===== src/rtl/pdc_defs.vh =====
// pdc_defs.vh: offsets, field positions, reset values and counts for the divider chain
// assumes a byte-wide register port and a 200 MHz core clock
`ifndef PDC_DEFS_VH
`define PDC_DEFS_VH

// register offsets (byte registers)
`define PDC_OFS_FB0      8'h00
`define PDC_OFS_FB1      8'h01
`define PDC_OFS_FB2      8'h02
`define PDC_OFS_FB3      8'h03
`define PDC_OFS_FB4      8'h04
`define PDC_OFS_FB5      8'h05
`define PDC_OFS_HS_LO    8'h06
`define PDC_OFS_HS_HI    8'h07
`define PDC_OFS_LS       8'h08
`define PDC_OFS_GAIN     8'h09
`define PDC_OFS_FSGAIN   8'h0a
`define PDC_OFS_STATUS   8'h0b

// field layout
`define PDC_FB_W         43
`define PDC_FB_INT_LSB   32
`define PDC_HS_W         11
`define PDC_LS_W         3
`define PDC_LS_SAT       3'h5

// reset values
`define PDC_FB_RST       43'h00480000000
`define PDC_HS_RST       11'h046
`define PDC_LS_RST       3'h0
`define PDC_GAIN_RST     8'h00
`define PDC_FSGAIN_RST   8'h80

// control voltage code at mid-supply
`define PDC_CV_MID       13'sh0800
// vco half-ticks between converter samples
`define PDC_SMP_TICKS    8'h10

`endif


===== src/rtl/pdc_divider_chain.v =====
// pdc_divider_chain: feedback multiplier, control voltage pull, high and low speed dividers
// assumes synchronous register port and a sampled control voltage code from an outside converter
// Contract
// RULE1 - center frequency comes from host-written registers, not fixed settings
// RULE2 - feedback multiplier is 43-bit unsigned, 11 integer bits, 32 fraction bits
// RULE3 - host keeps feedback multiplier between 03C0000000 and 7FDFFFFFFF
// RULE4 - high speed divide ratio is an 11-bit unsigned binary ratio
// RULE5 - host keeps high speed ratio within 4 to 2046
// RULE6 - small and odd high speed ratios keep 50% output duty
// RULE7 - host uses even ratios 34 to 2046, odd only 5 to 33
// RULE8 - host prefers odd high speed ratios only with low speed divide by one
// RULE9 - low speed divider divides by two to the 3-bit exponent
// RULE10 - low speed exponents 5, 6, 7 all divide by 32
// RULE11 - all divider values are unsigned
// RULE12 - output equals vco divided by high speed times low speed ratio
// RULE13 - vco equals reference times effective feedback multiplier
// RULE14 - vco scaled by one plus control voltage offset times gain
// RULE15 - at mid-supply control voltage no frequency offset is applied
// RULE16 - host keeps vco within 10.8 GHz and 13.122222022 GHz
// RULE17 - host computes feedback values for a 152.6 MHz reference
// RULE18 - host rewrites converter full scale gain after changing vco
// RULE19 - converter sampling rate derives from the vco
// RULE20 - new feedback value applies only after all 43 bits are loaded
`timescale 1ns/1ps
`include "pdc_defs.vh"

module pdc_divider_chain (
  input  wire        clk,
  input  wire        rst_b,
  input  wire [7:0]  reg_addr,
  input  wire [7:0]  reg_wdata,
  input  wire        reg_wr,
  input  wire        reg_rd,
  output reg  [7:0]  reg_rdata_q,
  input  wire [11:0] control_voltage_pin,
  output reg         cv_sample_q,
  output reg         vco_half_q,
  output reg         hs_out_q,
  output reg         freq_out_q
);

  // staged and applied configuration
  reg  [`PDC_FB_W-1:0] fb_stage_q;
  reg  [`PDC_FB_W-1:0] feedback_multiplier_q;
  reg  [`PDC_HS_W-1:0] hs_stage_q;
  reg  [`PDC_HS_W-1:0] high_speed_divide_ratio_q;
  reg  [`PDC_LS_W-1:0] low_speed_divide_exponent_q;
  reg  [7:0]           ppm_per_volt_gain_q;
  reg  [7:0]           converter_full_scale_gain_q;
  reg                  fb_loaded_q;

  // frequency path
  reg  [31:0]          phase_q;
  reg  signed [12:0]   cv_off_q;
  reg  signed [31:0]   ppm_q;
  reg  signed [43:0]   fb_delta_q;
  reg  [7:0]           smp_cnt_q;
  reg  [`PDC_HS_W-1:0] hs_cnt_q;
  reg  [4:0]           ls_cnt_q;
  reg                  hs_prev_q;

  wire        wr_fb5 = reg_wr && (reg_addr == `PDC_OFS_FB5);
  wire        wr_hs  = reg_wr && (reg_addr == `PDC_OFS_HS_HI);
  wire        wr_fb0    = reg_wr && (reg_addr == `PDC_OFS_FB0);
  wire        wr_hs_lo  = reg_wr && (reg_addr == `PDC_OFS_HS_LO);
  wire        wr_ls     = reg_wr && (reg_addr == `PDC_OFS_LS);
  wire        wr_gain   = reg_wr && (reg_addr == `PDC_OFS_GAIN);
  wire        wr_fsgain = reg_wr && (reg_addr == `PDC_OFS_FSGAIN);

  // effective feedback multiplier, unsigned base plus signed pull
  wire signed [43:0] fb_signed = {1'b0, feedback_multiplier_q}; // RULE11
  wire signed [43:0] fb_eff_s  = fb_signed + fb_delta_q; // RULE14
  wire [42:0]        fb_eff    = fb_eff_s[43] ? 43'h0 : fb_eff_s[42:0];
  // scaled model: one core cycle stands for one reference period, vco = ref * fb / 2^11
  wire [31:0]        phase_d   = phase_q + fb_eff[42:11]; // RULE13
  wire               half_tick = phase_d[31] ^ phase_q[31];

  // pull term: (cv - mid) * gain * fsgain / 128, applied per 2^20 of multiplier
  wire signed [12:0] cv_s      = {1'b0, control_voltage_pin} - `PDC_CV_MID;
  wire signed [21:0] cv_gain   = cv_off_q * $signed({1'b0, ppm_per_volt_gain_q});
  wire signed [30:0] cv_full   = cv_gain * $signed({1'b0, converter_full_scale_gain_q});
  wire signed [23:0] fb_top    = {1'b0, feedback_multiplier_q[42:20]};
  wire signed [55:0] pull_prod = fb_top * ppm_q;

  // sign kept on purpose when the scaled terms widen into their registers
  wire signed [31:0] ppm_d     = {{8{cv_full[30]}}, cv_full[30:7]};
  wire signed [43:0] delta_d   = {{8{pull_prod[55]}}, pull_prod[55:20]};

  // low speed selection with saturation at divide by 32
  wire [2:0] ls_exp = (low_speed_divide_exponent_q > `PDC_LS_SAT) ?
                      `PDC_LS_SAT : low_speed_divide_exponent_q; // RULE10
  wire       hs_rise = hs_out_q & ~hs_prev_q;
  wire [4:0] ls_cnt_d = hs_rise ? ls_cnt_q + 5'h01 : ls_cnt_q;

  // register writes: low bytes of the multiplier are staged
  always @(posedge clk or negedge rst_b)
  begin
    if (!rst_b)
      fb_stage_q <= `PDC_FB_RST;
    else if (reg_wr)
    begin
      case (reg_addr) // RULE1
        `PDC_OFS_FB0: fb_stage_q[7:0]   <= reg_wdata; // RULE2
        `PDC_OFS_FB1: fb_stage_q[15:8]  <= reg_wdata;
        `PDC_OFS_FB2: fb_stage_q[23:16] <= reg_wdata;
        `PDC_OFS_FB3: fb_stage_q[31:24] <= reg_wdata;
        `PDC_OFS_FB4: fb_stage_q[39:32] <= reg_wdata;
        `PDC_OFS_FB5: fb_stage_q[42:40] <= reg_wdata[2:0];
        default:      fb_stage_q        <= fb_stage_q;
      endcase
    end
  end

  // partial writes never reach the oscillator; top byte commits all 43 bits
  always @(posedge clk or negedge rst_b)
  begin
    if (!rst_b)
      feedback_multiplier_q <= `PDC_FB_RST;
    else if (wr_fb5)
      feedback_multiplier_q <= {reg_wdata[2:0], fb_stage_q[39:0]}; // RULE20
  end

  // status flag: low while a new multiplier is only half written
  always @(posedge clk or negedge rst_b)
  begin
    if (!rst_b)
      fb_loaded_q <= 1'b1;
    else if (wr_fb0)
      fb_loaded_q <= 1'b0;
    else if (wr_fb5)
      fb_loaded_q <= 1'b1;
  end

  // high speed ratio: low byte staged so the divider never sees a mixed ratio
  always @(posedge clk or negedge rst_b)
  begin
    if (!rst_b)
      hs_stage_q <= `PDC_HS_RST;
    else if (wr_hs_lo)
      hs_stage_q[7:0] <= reg_wdata;
    else if (wr_hs)
      hs_stage_q[10:8] <= reg_wdata[2:0];
  end

  always @(posedge clk or negedge rst_b)
  begin
    if (!rst_b)
      high_speed_divide_ratio_q <= `PDC_HS_RST;
    else if (wr_hs)
      high_speed_divide_ratio_q <= {reg_wdata[2:0], hs_stage_q[7:0]}; // RULE4
  end

  // exponent kept as written; saturation happens where it is used
  always @(posedge clk or negedge rst_b)
  begin
    if (!rst_b)
      low_speed_divide_exponent_q <= `PDC_LS_RST;
    else if (wr_ls)
      low_speed_divide_exponent_q <= reg_wdata[2:0]; // RULE9
  end

  // pull gain, taken as an unsigned magnitude
  always @(posedge clk or negedge rst_b)
  begin
    if (!rst_b)
      ppm_per_volt_gain_q <= `PDC_GAIN_RST;
    else if (wr_gain)
      ppm_per_volt_gain_q <= reg_wdata;
  end

  // full scale gain must be rewritten by the host whenever the vco moves
  always @(posedge clk or negedge rst_b)
  begin
    if (!rst_b)
      converter_full_scale_gain_q <= `PDC_FSGAIN_RST;
    else if (wr_fsgain)
      converter_full_scale_gain_q <= reg_wdata;
  end

  // register reads, registered one cycle after the strobe
  always @(posedge clk or negedge rst_b)
  begin
    if (!rst_b)
      reg_rdata_q <= 8'h00;
    else if (reg_rd)
    begin
      case (reg_addr)
        `PDC_OFS_FB0:    reg_rdata_q <= feedback_multiplier_q[7:0];
        `PDC_OFS_FB1:    reg_rdata_q <= feedback_multiplier_q[15:8];
        `PDC_OFS_FB2:    reg_rdata_q <= feedback_multiplier_q[23:16];
        `PDC_OFS_FB3:    reg_rdata_q <= feedback_multiplier_q[31:24];
        `PDC_OFS_FB4:    reg_rdata_q <= feedback_multiplier_q[39:32];
        `PDC_OFS_FB5:    reg_rdata_q <= {5'h00, feedback_multiplier_q[42:40]};
        `PDC_OFS_HS_LO:  reg_rdata_q <= high_speed_divide_ratio_q[7:0];
        `PDC_OFS_HS_HI:  reg_rdata_q <= {5'h00, high_speed_divide_ratio_q[10:8]};
        `PDC_OFS_LS:     reg_rdata_q <= {5'h00, low_speed_divide_exponent_q};
        `PDC_OFS_GAIN:   reg_rdata_q <= ppm_per_volt_gain_q;
        `PDC_OFS_FSGAIN: reg_rdata_q <= converter_full_scale_gain_q;
        `PDC_OFS_STATUS: reg_rdata_q <= {4'h0, fb_loaded_q, freq_out_q, hs_out_q, vco_half_q};
        default:         reg_rdata_q <= 8'h00;
      endcase
    end
  end

  // vco phase accumulator
  always @(posedge clk or negedge rst_b)
  begin
    if (!rst_b)
    begin
      phase_q    <= 32'h0;
      vco_half_q <= 1'b0;
    end
    else
    begin
      phase_q    <= phase_d;
      vco_half_q <= phase_d[31];
    end
  end

  // sample rate follows the vco, so it moves when the vco is retuned
  always @(posedge clk or negedge rst_b)
  begin
    if (!rst_b)
    begin
      smp_cnt_q   <= 8'h00;
      cv_sample_q <= 1'b0;
      cv_off_q    <= 13'sh0;
    end
    else
    begin
      cv_sample_q <= 1'b0;
      if (half_tick)
      begin
        if (smp_cnt_q == `PDC_SMP_TICKS - 8'h01)
        begin
          smp_cnt_q   <= 8'h00;
          cv_sample_q <= 1'b1;
          cv_off_q    <= cv_s; // RULE19
        end
        else
          smp_cnt_q <= smp_cnt_q + 8'h01;
      end
    end
  end

  // pull pipeline, two stages so the wide products are not chained in one cycle
  always @(posedge clk or negedge rst_b)
  begin
    if (!rst_b)
    begin
      ppm_q      <= 32'sh0;
      fb_delta_q <= 44'sh0;
    end
    else
    begin
      // mid-supply gives zero offset, so the multiplier is used unchanged
      ppm_q      <= ppm_d; // RULE15
      fb_delta_q <= delta_d; // RULE14
    end
  end

  // high speed divider counts vco half periods so odd ratios stay at 50% duty
  always @(posedge clk or negedge rst_b)
  begin
    if (!rst_b)
    begin
      hs_cnt_q <= 11'h000;
      hs_out_q <= 1'b0;
    end
    else if (half_tick)
    begin
      // ratio n toggles every n half periods: period n, duty exactly half
      // a count left above a newly lowered ratio wraps at once, never runs away
      if (hs_cnt_q >= high_speed_divide_ratio_q - 11'h001)
      begin
        hs_cnt_q <= 11'h000;
        hs_out_q <= ~hs_out_q; // RULE6
      end
      else
        hs_cnt_q <= hs_cnt_q + 11'h001;
    end
  end

  // low speed divider counts rises of the high speed output
  always @(posedge clk or negedge rst_b)
  begin
    if (!rst_b)
    begin
      hs_prev_q  <= 1'b0;
      ls_cnt_q   <= 5'h00;
      freq_out_q <= 1'b0;
    end
    else
    begin
      hs_prev_q <= hs_out_q;
      ls_cnt_q  <= ls_cnt_d;
      // divide by 2^e: bit e-1 of the rise counter, or the hs output itself
      // exponent 0 still passes one flop, so every setting has the same latency
      if (ls_exp == 3'h0)
        freq_out_q <= hs_out_q; // RULE12
      else
        freq_out_q <= ls_cnt_d[ls_exp - 3'h1]; // RULE9
    end
  end

endmodule // pdc_divider_chain


===== config.mk =====
export PLATFORM = sky130hd
export DESIGN_NAME = pdc_divider_chain
export DESIGN_NICKNAME = d
export VERILOG_FILES = /design/src/rtl/pdc_divider_chain.v
export VERILOG_INCLUDE_DIRS = /design/src /design/src/rtl
export SDC_FILE = /design/constraint.sdc
export NUM_CORES = 2
export LEC_CHECK = 0
export BUFFER_PORTS_ARGS = -buffer_cell sky130_fd_sc_hd__buf_2
export CORE_ASPECT_RATIO = 1.75
export CORE_MARGIN = 5
export CORE_UTILIZATION = 40
export DETAILED_ROUTE_END_ITERATION = 8
export GPL_ROUTABILITY_DRIVEN = 0
export PLACE_DENSITY_LB_ADDON = 0.08
export SYNTH_ARGS = -nofsm -noshare
export SYNTH_HDL_FRONTEND = slang
export SYNTH_SLANG_ARGS = --single-unit

===== constraint.sdc =====
create_clock -name clk -period 10.6 [get_ports clk]
set_input_delay 1.59 -clock clk [delete_from_list [all_inputs] [get_ports clk]]
set_output_delay 1.59 -clock clk [all_outputs]
set_load 0.01 [all_outputs]

==> impl_metrics.toml <==
[placed_design]
hpwl_mm = 93.84
portBuffers = 43

[timing]
fin_crit_sh_pct = 92.75
fin_worst_hold_slack_ps = 466.6
finalHoldViolations = 0
finalSetupViolCount = 0
tightest_slew_ps = 1141
finalMaxSlewViolations = 0
clock_skew_ps = 26.74
min_period_ps = 9832
setup_tns_ps = 0
rsz0062_at_grt = "false"
slew_headroom_pct = 23.96
clock.fmax_mhz = 101.7

[worst_setup_path]
endpoint_kind = "flip-flop"
critPathArrivalTime_ps = 10320
cpMostUsedCell = "fa_1"
startpoint_type = "flip-flop"
cp_slowest_stage_delay_ps = 540
slowest_stage = "fa_1"
crit_fanout = 13
reg2reg_slack_ps = 770
setup.worst_path.class = "reg -> reg"
cp_data_required_time_ps = 11090

[synth]
synth_top_cell_by_area = "fa_1"
avgSynthCellArea_sq_um = 9.403
synth_top_area_share_pct = 33.04
yosys_warnings = 0
synth_enable_flop_cells = 0
ys.flop_type = "dfrtp_1"
netlist_area_sq_um = 40960
synth_cell_types = 84
yosys-top-cells-area = "fa_1 33%, dfrtp_1 15%, ha_1 12%"
synth_cells = 4356
syn_nets = 5453
synth-async-reset-ratio_pct = 100.0
ys_seq_area_share_pct = 15.56
postSynthRegisterBits = 254

[cts]
clk_latency_ps = 600
clk_path_buf_depth = 3
postCtsSetupBuffers = 0
cts-root-buf = "clkbuf_16"
ctsHoldBuffers = 0
cts_buffers = 26
cts_max_level = 1
clk_pin_slew_ps = 70
cts_resized = 0
cts_sinks = 254
cts_tree = "yes"

[grt]
grt_usage_pct = 21.90
grt_pass1_wl_mm = 185.8
grt_max_degree = 103
antenna_found_initial = 2
grt_pass1_vias = 32611
grt_overflow = 0

[die]
io_pins = 44
initial_utilization_pct = 40.23
fp.dieW_um = 251.9
row_count = 155
fp.dieArea_sq_um = 109100
coreArea_sq_um = 101800
die_y_um = 433.3

[routing]
drt_iter0_drc = 1090
routed_wl_mm = 117.5
dr_total_vias = 29419
antenna_left = 0
wl_per_cell_um = 20.74
drc = 0
vias_per_cell = 5.193
firstDrtPassIters = 5

[worst_hold_path]
hold_path.class = "reg -> reg"

[finish]
area_growth_pct = 6.623
nets = 5406
drive_above_1_share_pct = 8.408

[power_and_ir_drop]
peakVddDrop_mv = 0.1630
power.density_nw_per_um2 = 117.4
power_leakage_uw = 0.02225

[job]
maxCapViolCount = 0

[run_status]
outcome = "completed"
[placed cells by master (no fill, tap or decap), types with 21 or more instances in the layout]
| cell | synthesis | final |
|---|---|---|
| nand3_1 | 58 | 57 |
| xor2_1 | 44 | 44 |
| buf_4 | 0 | 74 |
| nor2b_1 | 22 | 22 |
| a211oi_1 | 29 | 28 |
| a21oi_1 | 113 | 112 |
| nand4_1 | 23 | 23 |
| o21a_1 | 21 | 21 |
| nor2_1 | 117 | 116 |
| ha_1 | 389 | 389 |
| dfrtp_1 | 242 | 235 |
| nand2b_1 | 43 | 43 |
| buf_2 | 2 | 42 |
| fa_1 | 676 | 676 |
| o21ai_0 | 60 | 60 |
| and3_1 | 30 | 30 |
| mux2_2 | 138 | 138 |
| clkbuf_16 | 0 | 26 |
| xnor2_1 | 91 | 88 |
| mux2i_1 | 25 | 24 |
| nor3_1 | 47 | 47 |
| nand2_1 | 545 | 545 |
| and2_1 | 325 | 325 |
| inv_1 | 839 | 839 |
| a21o_1 | 56 | 56 |
[per-stage QoR]
step | setup slack [ps] | utilization, % | instances | total power [uW] | instance area [sq um]
floorplan | 911.5 | - | 4356 | 3239 | 40960
global placement | 578.8 | 41.95 | 5615 | 4161 | 42710
detailed placement | 460.3 | 41.95 | 5615 | 4156 | 42710
CTS | 410.8 | 42.85 | 5663 | 5217 | 43620
global route | 37.86 | 42.89 | 5663 | 5557 | 43670
finish | 768.3 | 42.89 | 5665 | 5125 | 43670
[cell usage after synthesis, types with 8 or more instances]
cell / instances
inv_1: 839
fa_1: 676
nand2_1: 545
ha_1: 389
and2_1: 325
dfrtp_1: 242
clkbuf_1: 183
mux2_2: 138
nor2_1: 117
a21oi_1: 113
xnor2_1: 91
o21ai_0: 60
nand3_1: 58
a21o_1: 56
nor3_1: 47
xor2_1: 44
nand2b_1: 43
and3_1: 30
a211oi_1: 29
mux2i_1: 25
nand4_1: 23
nor2b_1: 22
o21a_1: 21
o211ai_1: 18
or3_1: 18
a31oi_1: 17
o21bai_1: 14
nor4b_1: 13
dfstp_2: 12
o22ai_1: 10
a22oi_1: 9
mux2_4: 8
[critical path, delay by kind of cell, from the launching register on]
kind                       cells  cell delay, ps
DFF                            1             510
AOI/OAI and AO/OA             14            3030
buffers and inverters          8             780
adders and majority gates     10            4180
xor gates and xnor gates       2             300
and+or+nand+nor                7             950
[state kept, by name (all words and copies together) (netlist names)]
name and count:
ls_cnt_q 5, low_speed_divide_exponent_q 3, hs_out_q 1, ppm_per_volt_gain_q 8, hs_stage_q 8, fb_stage_q 40
high_speed_divide_ratio_q 11, cv_off_q 12, reg_rdata_q 8, feedback_multiplier_q 43, fb_delta_q 28, converter_full_scale_gain_q 8
hs_cnt_q 11, freq_out_q 1, phase_q 32, smp_cnt_q 8, hs_prev_q 1, ppm_q 24
cv_sample_q 1, fb_loaded_q 1
[layer usage]
metal | share of wire [%] | GRT usage, % | vias up
li1 | - | - | 13516
met1 | 37 | 24.18 | 15238
met2 | 57 | 44.42 | 461
met3 | 2.5 | 1.265 | 204
met4 | 3.5 | 6.446 | 0
met5 | 0 | 0 | -
[power by group]
group          switching, uW  internal (uW)  total (uW)
clock                    446            560        1010
sequential               351           1160        1510
combinational           1570           1040        2610
[cell type report]
type	instances	area (sq um)
Inverter	839	3149
Timing Repair Buffer	117	780.7
Clock inverter	15	197.7
Fill cell	10193	58150
Multi-Input combinational cell	3071	30770
Sequential cell	254	6380
Antenna cell	2	5.005
Clock buffer	33	716.9
Tap cell	1334	1669
[cell families (layout without fill, tap and decap cells)]
family	after synthesis	in the layout	synth area share, %
and+or+nand+nor	1278	1278	15.38
adders and majority gates	1065	1065	44.92
buffers and inverters	1031	1004	9.476
AOI/OAI and AO/OA	417	417	6.837
DFF	254	254	15.56
muxes	174	174	4.863
xor gates and xnor gates	137	137	2.966
other	0	2	0
[final timing paths]
path,from,end,cells past startpoint
worst max-delay path,ppm_per_volt_gain_q[0],ppm_q[22],41
worst min-delay path,fb_loaded_q,fb_loaded_q,2
worst max register to register,ppm_per_volt_gain_q[0],ppm_q[22],41
worst min register to register,fb_loaded_q,fb_loaded_q,2
max in group asynchronous,rst_b,ppm_q[6],2
min in group asynchronous,rst_b,smp_cnt_q[6],1
Power figures use the tool's default switching activity.
